==> config.mk <==
export PLATFORM = sky130hd
export DESIGN_NAME = lsd_core
export DESIGN_NICKNAME = d
export VERILOG_FILES = /design/src/core/lsd_pkg.sv /design/src/core/lsd_fifo.sv /design/src/core/lsd_core.sv
export VERILOG_INCLUDE_DIRS = /design/src /design/src/core
export SDC_FILE = /design/constraint.sdc
export NUM_CORES = 1
export LEC_CHECK = 0
export ABC_CLOCK_PERIOD_IN_PS = 25400
export BUFFER_PORTS_ARGS = -buffer_cell sky130_fd_sc_hd__buf_2
export CAP_MARGIN = 20
export CORE_MARGIN = 2
export CORE_UTILIZATION = 59
export DETAILED_ROUTE_END_ITERATION = 7
export GPL_TIMING_DRIVEN = 1
export PLACE_DENSITY = 0.79
export SYNTH_ARGS = -nofsm -noshare
export SYNTH_HDL_FRONTEND = slang
export SYNTH_SLANG_ARGS = --single-unit
==> constraint.sdc <==
create_clock -name sys_clk_i -period 25.4 [get_ports sys_clk_i]
set_clock_uncertainty 0.1 [all_clocks]
set_input_delay 0 -clock sys_clk_i [delete_from_list [all_inputs] [get_ports sys_clk_i]]
set_output_delay 0 -clock sys_clk_i [all_outputs]
set_load 0.02 [all_outputs]
==> src/core/lsd_defines.svh <==
// Constants for the lip-sync delay configuration block: register map, fields, limits.
// Assumes it is included by the package and by the core module, never compiled alone.
`ifndef LSD_DEFINES_SVH
`define LSD_DEFINES_SVH

// Byte addresses of the register file and the reset value of every register.
`define LSD_ADDR_FIRST 8'h01
`define LSD_ADDR_LAST 8'h08
`define LSD_REG_RESET 8'h00

// Register slots, counted from the first address.
`define LSD_IDX_CTRL 3'h0
`define LSD_IDX_RDLY_HI 3'h1
`define LSD_IDX_RDLY_LO 3'h2
`define LSD_IDX_LDLY_HI 3'h3
`define LSD_IDX_LDLY_LO 3'h4
`define LSD_IDX_FRAME 3'h5
`define LSD_IDX_WLEN 3'h6
`define LSD_IDX_COMMIT 3'h7

// Field positions.
`define LSD_CTRL_MUTE_L 6
`define LSD_CTRL_MUTE_R 7
`define LSD_FRAME_EN 7
`define LSD_FRAME_NTSC 6
`define LSD_COMMIT_BIT 0

// Widths and limits.
`define LSD_DLY_W 13
`define LSD_SMP_W 24
`define LSD_DLY_MAX 13'h1fff
`define LSD_WLEN_MAX 6'h18
`define LSD_FIFO_DEPTH 8

// Sample rates in Hz and the frame-rate divisors.
`define LSD_FS_32K 32'h0000_7d00
`define LSD_FS_44K1 32'h0000_ac44
`define LSD_FS_48K 32'h0000_bb80
`define LSD_FS_88K2 32'h0001_5888
`define LSD_FS_96K 32'h0001_7700
`define LSD_FS_176K4 32'h0002_b110
`define LSD_FS_192K 32'h0002_ee00
`define LSD_PAL_RATE 32'h0000_0032
`define LSD_NTSC_NUM 32'h0000_03e9
`define LSD_NTSC_DEN 32'h0000_ea60

`endif

==> src/core/lsd_pkg.sv <==
// Types shared by the lip-sync delay configuration block and its testbench.
// Assumes lsd_defines.svh is on the include path.
`include "lsd_defines.svh"

package lsd_pkg;

  // Serial stream formats in register code order.
  typedef enum logic [1:0] {
    lsd_fmt_i2s,
    lsd_fmt_right_aligned_format,
    lsd_fmt_left_aligned,
    lsd_fmt_bypass
  } lsd_fmt_t;

  // Settings handed to the delay datapath on commit.
  typedef struct packed {
    lsd_fmt_t fmt;
    logic [`LSD_DLY_W-1:0] dly_r;
    logic [`LSD_DLY_W-1:0] dly_l;
    logic [5:0] wlen;
  } lsd_cfg_t;

  // One received audio sample, left-aligned in 24 bits.
  typedef struct packed {
    logic chan_left;
    logic [`LSD_SMP_W-1:0] data;
  } lsd_smp_t;

  // Whole state of the core module.
  typedef struct packed {
    logic [7:0][7:0] regs;
    logic [7:0] ptr;
    logic [7:0] rd_data;
    lsd_cfg_t act;
    logic [2:0] bclk_s;
    logic [1:0] lrclk_s;
    logic [1:0] data_s;
    logic lr_cur;
    logic [`LSD_SMP_W-1:0] sh;
    logic [4:0] cnt;
    lsd_smp_t pend;
    logic pend_v;
    logic [1:0][`LSD_DLY_W-1:0] wcnt;
  } lsd_core_st_t;

endpackage

==> src/core/lsd_fifo.sv <==
// Synchronous FIFO with valid and ready on both sides.
// Assumes one clock and an asynchronous active-low reset shared with its user.
`timescale 1ns/1ps

module lsd_fifo #(
  parameter int WIDTH = 25,
  parameter int DEPTH = 8
) (
  input wire logic sys_clk_i, // System clock.
  input wire logic arst_n_i, // Asynchronous reset, active low.
  input wire logic [WIDTH-1:0] in_data_i, // Word to store.
  input wire logic in_valid_i, // Word offered.
  output logic in_ready_o, // Room for a word.
  output logic [WIDTH-1:0] out_data_o, // Oldest word.
  output logic out_valid_o, // A word is held.
  input wire logic out_ready_i // Drain accepts the word.
);

  localparam int AW = $clog2(DEPTH);

  typedef struct packed {
    logic [DEPTH-1:0][WIDTH-1:0] mem;
    logic [AW-1:0] wptr;
    logic [AW-1:0] rptr;
    logic [AW:0] cnt;
  } lsd_fifo_st_t;

  lsd_fifo_st_t st_q;
  lsd_fifo_st_t nxt_st;
  logic push;
  logic pop;

  ////////////////////////////////////////////////////////////////////////////
  // Full and empty come straight from the occupancy count.
  assign in_ready_o = (st_q.cnt != (AW+1)'(DEPTH));
  assign out_valid_o = (st_q.cnt != '0);
  assign out_data_o = st_q.mem[st_q.rptr];
  assign push = in_valid_i & in_ready_o;
  assign pop = out_valid_o & out_ready_i;

  // Next state: store on push, advance on pop, both may happen together.
  always_comb begin
    nxt_st = st_q;
    if (push) begin
      nxt_st.mem[st_q.wptr] = in_data_i;
      nxt_st.wptr = AW'((st_q.wptr == AW'(DEPTH-1)) ? 0 : st_q.wptr + 1'b1);
    end
    if (pop) begin
      nxt_st.rptr = AW'((st_q.rptr == AW'(DEPTH-1)) ? 0 : st_q.rptr + 1'b1);
    end
    nxt_st.cnt = st_q.cnt + (AW+1)'(push) - (AW+1)'(pop);
  end

  // State register.
  always_ff @(posedge sys_clk_i or negedge arst_n_i) begin
    if (!arst_n_i) begin
      st_q <= '0;
    end else begin
      st_q <= nxt_st;
    end
  end

endmodule

==> src/core/lsd_core.sv <==
// Configuration register file and delay-setting logic of a stereo lip-sync delay.
// Assumes a byte-level register port from the control-bus slave on sys_clk_i, and
// bit clock, word clock and data pins from the audio source in another domain.
//
// Summary of operation
// - Control bits 7:6 mute: 00 none, 01 left, 10 right, 11 both.
// - Control bits 1:0 pick I2S, right-aligned, left-aligned or bypass without delay.
// - Each delay is 13 bits from a 5-bit high and 8-bit low byte.
// - Largest delay is 8191 samples, all thirteen bits set.
// - Delay zero adds nothing; delay one adds exactly one sample period.
// - Frame register bit 7 selects frame-based delay instead of sample registers.
// - Frame register bit 6 picks 50 Hz or 59.94 Hz frame rate.
// - Bits 5:3 code 32 to 192 kHz; codes 110 and 111 mean 192.
// - Bits 2:0 give frames to delay as field value plus one.
// - Frame delay equals integer of frames times sample rate over frame rate.
// - Frame delay above 8191 saturates to 8191.
// - Word width field 5:0 gives data bits, used in right-aligned format only.
// - Word width above 24 is treated as 24.
// - Staged delays become active only when commit bit 0 is written 1.
// - After commit each channel is muted until its delay in samples passed.
// - Mute bits act at once, with no commit needed.
// - Eight byte registers at 0x01 to 0x08, all reset to zero.
// - Data is sampled on bit clock rising edges; word clock runs at fs.
// - Burst writes land at consecutive addresses from the address sent.
// - Commit moves format, chosen delays and word width together.
`timescale 1ns/1ps
`include "lsd_defines.svh"

module lsd_core (
  input wire logic sys_clk_i, // System clock, 200 MHz.
  input wire logic arst_n_i, // Asynchronous reset, active low.
  input wire logic bclk_i, // Audio bit clock pin.
  input wire logic lrclk_i, // Audio word clock pin.
  input wire logic data_i, // Audio serial data pin.
  input wire logic ptr_load_i, // Pulse: byte_data_i is a register address.
  input wire logic byte_wr_i, // Pulse: write byte_data_i at the pointer.
  input wire logic [7:0] byte_data_i, // Address or data byte.
  input wire logic byte_rd_i, // Pulse: read the byte at the pointer.
  output logic [7:0] rd_data_o, // Byte read, valid the cycle after.
  output lsd_pkg::lsd_cfg_t act_cfg_o, // Settings in force in the datapath.
  output lsd_pkg::lsd_smp_t smp_o, // Received sample, muted as needed.
  output logic smp_valid_o, // Sample held for the datapath.
  input wire logic smp_ready_i // Datapath takes the sample.
);
  import lsd_pkg::*;

  lsd_core_st_t st_q;
  lsd_core_st_t nxt_st;
  lsd_cfg_t staged_c;
  lsd_smp_t wsmp_c;
  logic wd_c;
  logic rise_c;
  logic commit_c;
  logic fifo_ready;
  logic [`LSD_SMP_W-1:0] osh_c;
  logic [4:0] ocnt_c;
  logic [4:0] width_c;
  logic keep_all_c;
  logic i2s_like_c;

  ////////////////////////////////////////////////////////////////////////////
  // Helpers.

  // Delay in samples for a frame register value, clamped to the maximum.
  function automatic logic [`LSD_DLY_W-1:0] frame_delay(input logic [7:0] f);
    logic [31:0] fs;
    logic [31:0] num;
    logic [31:0] q;
    unique case (f[5:3])
      3'h0: fs = `LSD_FS_32K;
      3'h1: fs = `LSD_FS_44K1;
      3'h2: fs = `LSD_FS_48K;
      3'h3: fs = `LSD_FS_88K2;
      3'h4: fs = `LSD_FS_96K;
      3'h5: fs = `LSD_FS_176K4;
      3'h6, 3'h7: fs = `LSD_FS_192K;
    endcase
    num = fs * ({29'h0, f[2:0]} + 32'h0000_0001);
    if (f[`LSD_FRAME_NTSC]) begin
      q = (num * `LSD_NTSC_NUM) / `LSD_NTSC_DEN;
    end else begin
      q = num / `LSD_PAL_RATE;
    end
    if (q > {19'h0, `LSD_DLY_MAX}) begin
      frame_delay = `LSD_DLY_MAX;
    end else begin
      frame_delay = q[`LSD_DLY_W-1:0];
    end
  endfunction

  // Shift one bit into a word; stops after 24 bits unless all bits are kept.
  function automatic logic [28:0] shift_in(input logic [23:0] sh, input logic [4:0] cnt,
                                           input logic d, input logic keep_all);
    logic [4:0] c;
    c = (cnt == 5'(`LSD_WLEN_MAX)) ? cnt : cnt + 5'h1;
    if (keep_all || cnt < 5'(`LSD_WLEN_MAX)) begin
      shift_in = {sh[22:0], d, c};
    end else begin
      shift_in = {sh, cnt};
    end
  endfunction

  ////////////////////////////////////////////////////////////////////////////
  // Staged settings decoded from the register file.
  always_comb begin
    staged_c.fmt = lsd_fmt_t'(st_q.regs[`LSD_IDX_CTRL][1:0]);
    if (st_q.regs[`LSD_IDX_WLEN][5:0] > `LSD_WLEN_MAX) begin
      staged_c.wlen = `LSD_WLEN_MAX;
    end else begin
      staged_c.wlen = st_q.regs[`LSD_IDX_WLEN][5:0];
    end
    if (staged_c.fmt == lsd_fmt_bypass) begin
      staged_c.dly_r = '0;
      staged_c.dly_l = '0;
    end else if (st_q.regs[`LSD_IDX_FRAME][`LSD_FRAME_EN]) begin
      staged_c.dly_r = frame_delay(st_q.regs[`LSD_IDX_FRAME]);
      staged_c.dly_l = frame_delay(st_q.regs[`LSD_IDX_FRAME]);
    end else begin
      staged_c.dly_r = {st_q.regs[`LSD_IDX_RDLY_HI][4:0], st_q.regs[`LSD_IDX_RDLY_LO]};
      staged_c.dly_l = {st_q.regs[`LSD_IDX_LDLY_HI][4:0], st_q.regs[`LSD_IDX_LDLY_LO]};
    end
  end

  ////////////////////////////////////////////////////////////////////////////
  // Next state of the whole block.
  always_comb begin
    nxt_st = st_q;
    wd_c = 1'b0;
    wsmp_c = '0;
    osh_c = st_q.sh;
    ocnt_c = st_q.cnt;
    width_c = st_q.cnt;
    keep_all_c = (st_q.act.fmt == lsd_fmt_right_aligned_format);
    i2s_like_c = (st_q.act.fmt == lsd_fmt_i2s) || (st_q.act.fmt == lsd_fmt_bypass);

    // Pin synchronisers; the first stage only feeds the second.
    nxt_st.bclk_s = {st_q.bclk_s[1:0], bclk_i};
    nxt_st.lrclk_s = {st_q.lrclk_s[0], lrclk_i};
    nxt_st.data_s = {st_q.data_s[0], data_i};
    rise_c = st_q.bclk_s[1] & ~st_q.bclk_s[2];

    // Deserialiser: a word ends at the bit clock rise that sees a word clock change.
    if (rise_c) begin
      nxt_st.lr_cur = st_q.lrclk_s[1];
      if (st_q.lrclk_s[1] == st_q.lr_cur) begin
        {nxt_st.sh, nxt_st.cnt} = shift_in(st_q.sh, st_q.cnt, st_q.data_s[1], keep_all_c);
      end else begin
        wd_c = 1'b1;
        if (i2s_like_c) begin
          // The first rise after the change still carries the old word's last bit.
          {osh_c, ocnt_c} = shift_in(st_q.sh, st_q.cnt, st_q.data_s[1], 1'b0);
          nxt_st.sh = '0;
          nxt_st.cnt = 5'h0;
        end else begin
          nxt_st.sh = {23'h0, st_q.data_s[1]};
          nxt_st.cnt = 5'h1;
        end
        width_c = keep_all_c ? st_q.act.wlen[4:0] : ocnt_c;
        wsmp_c.data = osh_c << (5'(`LSD_WLEN_MAX) - width_c);
        wsmp_c.chan_left = i2s_like_c ? ~st_q.lr_cur : st_q.lr_cur;
      end
    end

    // Muting and warm-up after a commit, one counter per channel.
    if (wd_c) begin
      for (int c = 0; c < 2; c++) begin
        if (wsmp_c.chan_left == c[0]) begin
          if (st_q.wcnt[c] < (c[0] ? st_q.act.dly_l : st_q.act.dly_r)) begin
            nxt_st.wcnt[c] = st_q.wcnt[c] + 13'h0001;
            wsmp_c.data = '0;
          end
        end
      end
      if (wsmp_c.chan_left ? st_q.regs[`LSD_IDX_CTRL][`LSD_CTRL_MUTE_L]
                           : st_q.regs[`LSD_IDX_CTRL][`LSD_CTRL_MUTE_R]) begin
        wsmp_c.data = '0;
      end
    end

    // Holding slot in front of the FIFO; a newer word replaces one not yet taken.
    if (st_q.pend_v && fifo_ready) begin
      nxt_st.pend_v = 1'b0;
    end
    if (wd_c) begin
      nxt_st.pend = wsmp_c;
      nxt_st.pend_v = 1'b1;
    end

    // Commit moves all staged settings at once and clears its own bit.
    commit_c = st_q.regs[`LSD_IDX_COMMIT][`LSD_COMMIT_BIT];
    if (commit_c) begin
      nxt_st.act = staged_c;
      nxt_st.wcnt = '0;
      nxt_st.regs[`LSD_IDX_COMMIT][`LSD_COMMIT_BIT] = 1'b0;
    end

    // Register port; a write in the commit cycle wins over the self-clear.
    if (ptr_load_i) begin
      nxt_st.ptr = byte_data_i;
    end else if (byte_wr_i) begin
      if (st_q.ptr >= `LSD_ADDR_FIRST && st_q.ptr <= `LSD_ADDR_LAST) begin
        nxt_st.regs[3'(st_q.ptr - `LSD_ADDR_FIRST)] = byte_data_i;
      end
      nxt_st.ptr = st_q.ptr + 8'h01;
    end else if (byte_rd_i) begin
      if (st_q.ptr >= `LSD_ADDR_FIRST && st_q.ptr <= `LSD_ADDR_LAST) begin
        nxt_st.rd_data = st_q.regs[3'(st_q.ptr - `LSD_ADDR_FIRST)];
      end else begin
        nxt_st.rd_data = 8'h00;
      end
      nxt_st.ptr = st_q.ptr + 8'h01;
    end
  end

  // State register; every field resets to zero.
  always_ff @(posedge sys_clk_i or negedge arst_n_i) begin
    if (!arst_n_i) begin
      st_q <= '0;
    end else begin
      st_q <= nxt_st;
    end
  end

  ////////////////////////////////////////////////////////////////////////////
  // Sample FIFO between the deserialiser and the delay datapath.
  lsd_fifo #(
    .WIDTH($bits(lsd_smp_t)),
    .DEPTH(`LSD_FIFO_DEPTH)
  ) u_fifo (
    .sys_clk_i(sys_clk_i),
    .arst_n_i(arst_n_i),
    .in_data_i(st_q.pend),
    .in_valid_i(st_q.pend_v),
    .in_ready_o(fifo_ready),
    .out_data_o(smp_o),
    .out_valid_o(smp_valid_o),
    .out_ready_i(smp_ready_i)
  );

  // Register-sourced outputs.
  assign rd_data_o = st_q.rd_data;
  assign act_cfg_o = st_q.act;
endmodule

# --- After elaboration in Yosys (flattened, before gate mapping) ---
# Memories as Yosys holds them, arrays and structs flattened.
# Cells that the tools add are included.
classes:
  bitwise_logic: 7
  n_eq_ne: 10
  n_reduce_logical: 19
  n_div: 4
  shift: 1
  mul: 4
  n_lt_le_gt_ge: 13
  add_sub_neg: 11
  n_mux: 65
op_table:
  columns: ["operator", "count"]
  rows:
  - ["$mux 32", 10]
  - ["$bwmux 200", 1]
  - ["$mux 24", 8]
  - ["$mux 57", 3]
  - ["$mux 26", 4]
  - ["$mux 25", 4]
  - ["$mux 29", 3]
  - ["$mux 13", 6]
  - ["$bmux 25 s3", 1]
  - ["$demux 25 s3", 1]
  - ["$bwmux 64", 1]
  - ["$div 32x16->32 const B", 2]
  - ["$div 32x6->32 const B", 2]
  - ["$gt 32x13->1 const B", 2]
  - ["$mul 32x10->32 const B", 2]
  - ["$mux 8", 5]
  - ["$mul 32x32->32", 1]
  - ["$mul 32x4->32", 1]
  - ["$add 13x1->13 const B", 2]
  - ["$lt 13x13->1", 2]
  - ["$mux 5", 5]
  - ["$bmux 8 s3", 1]
  - ["$demux 8 s3", 1]
  - ["$shl 24x5->24", 1]
  - ["36 further kinds", 65]
word_totals:
  rom_bits: 240
  reg_bits: 413
  word_cells: 173
  in_bits: 17
  memories: 2
mem_list:
  columns: ["name", "words", "word_bits", "rd", "rd_ports_with_merged_regs", "write_ports", "line", "rtl"]
  rows:
  - ["(no name shown)", 8, 15, 1, 0, 0, "lsd_core.sv:69", "unique case (f[5:3])"]
  - ["(no name shown)", 8, 15, 1, 0, 0, "lsd_core.sv:69", null]

# --- Depth between registers and ports, before layout ---
logic_depth:
  word_depth: 16
  depth_mapped: 109

# --- By module ---
# A second synthesis with hierarchy kept.
hier_totals:
  cells_unflattened: 4985
  hier_area_um2: 44410.1
modules_own_cells:
  columns: ["module", "cells_per_inst", "seq_area_each_um2", "instances", "area_each_um2"]
  rows:
  - ["lsd_core", 4417, 5079.9, 1, 34600.7]
  - ["lsd_fifo", 568, 5255.0, 1, 9809.4]

# --- Least setup slack after synthesis ---
# Ideal clock, no wire load.
synth_timing:
  kind: "flip-flop to flip-flop"
  startpoint: "register st_q[183] (netlist name)"
  endpoint: "register st_q, in the netlist act_cfg_o[19]"
  period_less_slack_ps: 24587
  path_stages_with_launch: 101
  t_required_ps: 25233
  arrival_time_ps: 24420
  setup_slack_ps: 813
  path_cell_list: "dfrtp_1 -> inv_1 -> ha_1 -> nand2b_1 -> nand2b_1 -> fa_1 -> inv_1 -> ha_1 -> fa_1 -> a21o_1 -> a21oi_1 -> o21bai_1 -> a21oi_1 -> o21bai_1 -> a21oi_1 -> o21bai_1 -> a21oi_1 -> nor2_1 -> (+65 left out) -> a21oi_4 -> xnor2_4 -> nand4_1 -> o221ai_2 -> nand3_1 -> a211oi_4 -> o211ai_2 -> o211a_4 -> buf_4 -> xnor2_1 -> a2111oi_0 -> nor4bb_1 -> nand4bb_1 -> o211ai_2 -> mux2_2 -> o21a_1 -> o31ai_1 -> a32o_1"
synth_via:
  elab_chain_cells: 13
  elab_cells_between_ends: 14
  classes_between: "mul: 2; div: 2; order compare: 1; mux: 8; memory: 1"
synth_rtl:
  columns: ["item", "line", "rtl"]
  rows:
  - ["start, declared", "lsd_core.sv:47", "lsd_core_st_t st_q;"]
  - ["start signal, assigned", "lsd_core.sv:220", "st_q <= nxt_st;"]
  - ["$mem_v2 8x15 (*)", null, null]
  - ["$mux 32 (*)", "lsd_core.sv:115", "end else if (st_q.regs[`LSD_IDX_FRAME][`LSD_FRAME_EN]) begin"]
  - ["$mux 32 (*)", "lsd_core.sv:112", "if (staged_c.fmt == lsd_fmt_bypass) begin"]
  - ["$mul 32x32->32 (*)", "lsd_core.sv:78", "num = fs * ({29'h0, f[2:0]} + 32'h0000_0001);"]
  - ["$mul 32x10->32 (no line)", null, null]
  - ["$div 32x16->32 (no line)", null, null]
  - ["$mux 32 (*)", "lsd_core.sv:79", "if (f[`LSD_FRAME_NTSC]) begin"]
  - ["$mux 32 (*)", "lsd_core.sv:115", null]
  - ["$mux 32 (*)", "lsd_core.sv:112", null]
  - ["$gt 32x13->1", "lsd_core.sv:84", "if (q > {19'h0, `LSD_DLY_MAX}) begin"]
  - ["$mux 13 (*)", "lsd_core.sv:84", null]
  - ["$mux 26 (*)", "lsd_core.sv:115", null]
  - ["$mux 26 (*)", "lsd_core.sv:112", null]
# Mark *: on every way between the ends. The rest lies on a longest branch, timed or not. The select of a mux whose other input is x is not followed.
# A chain may end at the register's enable or synchronous reset.

# --- Worst setup path in the final report ---
# Ends and elaborated chain as after synthesis.

==> implementation parameters <==
Parameter                              Value

Place
  Weighted congestion reported at the end of routability-driven placement    1.019
  Minimum setup slack after placement    -0.7300 ns
  Placed wire-length estimate after detailed placement    94.64 mm
  Cell count after placement    6088
  Count of input and output buffers    84

Synth
  Biggest area contributors in the synthesized netlist    dfrtp_1 23%, mux2_2 8.6%, ha_1 5.3%
  Number of flops mapped to enable cells by yosys    0
  Proportion of register bits with asynchronous set or reset after synthesis    1.000
  Nets in the synthesized netlist    5428
  Register bit count reported by yosys    413
  Leading cell types by count after synthesis    459 x nand2_1, 439 x nor2_1, 413 x dfrtp_1, 337 x mux2_2, 269 x inv_1
  Syn Std Cell Area    44210 µm²
  Instance count of the mapped netlist    5113
  Post-synthesis sequential area ratio    0.2338
  Mean Syn Cell Area    8.647 µm²
  Portion of synthesized cell area occupied by the leading cell type    0.2338
  Ys Warns    0
  Biggest area consumer among synthesized cells    dfrtp_1
  Main synth FF type    dfrtp_1
  Count of unique library cells instantiated by Yosys    149
  Most used standard cell by instance count after synthesis    nand2_1

Clock network
  CTS max path bufs    3
  Insertion delay of the later-clocked pin in the worst-skew pair    0.54 ns
  Clock Sinks    413
  Clock-pin slew of the registers on the worst-case setup and hold paths    0.07 ns
  Cell at the root of the clock tree    clkbuf_16
  H-tree depth    2
  TritonCTS clock tree    built
  Number of buffers created by CTS    37

Timing
  Measured slew at the worst slew-check pin    1.110 ns
  Hold Worst Slack    -0.01344 ns
  Period utilisation layout    0.9827
  Highest Clock Rate    40.06 MHz
  Final Setup Violations    0
  Setup WS post-layout    0.4400 ns
  Hold violation count in the final report    14
  Number of max-slew violations in the final report    0
  Fin crit period    24.96 ns
  Max-slew headroom    0.2581
  Setup Total Neg Slack    0 ns

Critical path
  CP Capture Type    register
  CP Data Arrival Time    25.29 ns
  Crit start category    register
  Data required time at the worst endpoint    25.73 ns
  CP max stage cell    or4_4
  Critical Setup Path Class    register to register
  Top fanout value on the critical path    12
  CP max stage delay    0.61 ns

Die
  Die W    277.7 µm
  Effective utilization at floorplan    0.5949
  Full die area    77140 µm²
  IO Count    85
  Std-Cell Core Area    74320 µm²
  Chip Height    277.7 µm
  Row Count    100

Run status
  Outcome    finished, violations left
  Failing checks    negative hold slack

Finish
  Layout-stage area growth over the synthesis result    12.16%
  Final nets    5600
  Post-Layout Cell Count    6279
  # diodes    0
  Fraction of layout instances using a drive strength above 1    0.2218

Run
  Max-cap violations    0

Global routing
  Vias in the first global route    38790
  Largest net degree at the start of global routing    164
  Overflow left after global routing    0
  Number of antenna violations at the first check in global routing    0
  Aggregate global-route resource usage    0.3219
  First-pass GRT wire length    206.5 mm

Detailed routing
  Initial drt markers    4365
  Total routed wirelength    131.0 mm
  First-pass DRT Iterations    6
  Via-per-instance ratio    6.641
  Vias    41700
  DR DRC count    0
  Post-DRT Antenna Nets    0
  Drt wl/cell    20.86 µm

Worst hold path
  Classification of the worst-slack hold path    input pin to async pin
placed cells by master (no fill, tap or decap), types with 22 or more instances in the layout:
cell       instances
nor2_1           434
mux2_2           336
nand4_1           58
a21oi_2           23
o21a_1            36
nor4_1            38
o21ai_1           47
nor3_1           118
or2_2             31
xor2_1            95
inv_1            267
mux2i_1           56
o22ai_1           81
or4_1             22
mux4_2            50
xnor2_1          199
buf_2             84
nor2b_1           31
buf_4            272
clkbuf_16         39
o21ai_0          254
and3_1            55
nand2_1          456
ha_1             183
dfrtp_1          409
o31ai_1           36
fa_1             110
o211ai_1          62
nand2b_1          45
a31oi_1           60
a21o_1            65
nand3_1          145
and2_1            50
a211oi_1          34
a21oi_1          233
or3_1             33
through the flow:
step                      area (µm²)    util
after floorplan                44210       -
after global routing           49590  0.6672
after detailed placement       46000  0.6190
after global placement         46000  0.6189
final                          49590  0.6672
after CTS                      47810  0.6432
what timing repair did:
action                     CTS  global route
hold buffers                21             0
setup buffers               15            85
pin swaps                   16            88
gates resized for setup     38           204
hold endpoints to repair   175             0
cloned                       0             2
setup endpoints to repair    4             6
registers in the layout, summed over array words and instances (netlist names):
name	flops
nxt_st	4
u_fifo.st_q	210
commit_c	1
rd_data_o	8
act_cfg_o	34
st_q	156
layout make-up:
type,instances,area (µm²)
Clock buffer,56,1110
Clock inverter,8,122.6
Fill cell,5931,24730
Inverter,273,1025
Multi-Input combinational cell,4164,32840
Sequential cell,413,10340
Tap cell,969,1212
Timing Repair Buffer,396,2939
per-layer routing:
metal,GRT usage,part of all wire,up-vias
met4,0.08565,0.031,0
met2,0.5140,0.46,1907
met3,0.04051,0.075,328
met5,0,0,-
li1,-,-,19160
met1,0.4616,0.43,20300
final timing paths:
check / from / to / slack, ns / cells after the start
worst max-delay path: st_q[183]$_DFFE_PN0P_ / act_cfg_o[19]$_DFFE_PN0P_ / 0.44 / 100
worst min-delay path: arst_n_i / u_fifo.st_q[45]$_DFFE_PN0P_ / -0.01 / 2
worst max register to register: st_q[183]$_DFFE_PN0P_ / act_cfg_o[19]$_DFFE_PN0P_ / 0.44 / 100
worst min register to register: nxt_st[83]$_DFF_PN0_ / st_q[83]$_DFF_PN0_ / 0.25 / 0
max in group asynchronous: arst_n_i / u_fifo.st_q[16]$_DFFE_PN0P_ / 23.74 / 3
min in group sys_clk_i: bclk_i / nxt_st[87]$_DFF_PN0_ / 0.03 / 2
logic make-up after synthesis:
| group | count (synthesis) | synth area share |
|---|---|---|
| compound gates | 1372 | 0.2207 |
| xor+xnor | 333 | 0.06916 |
| fa+ha+maj | 317 | 0.1073 |
| buf+inv | 537 | 0.05323 |
| flops | 413 | 0.2338 |
| mux | 454 | 0.1267 |
| simple gates | 1687 | 0.1892 |
worst max-delay path: cells and delay by family (launching register included):
family | cells | cell delay, ns
flops | 1 | 0.42
mux | 1 | 0.34
compound gates | 48 | 10.41
simple gates | 22 | 6.37
xor+xnor | 4 | 0.73
buf+inv | 14 | 1.73
fa+ha+maj | 11 | 4.65
Power is left out: the tool's default activity adds up to more than one toggle a clock period on the data nets, which glitch-free logic cannot reach.
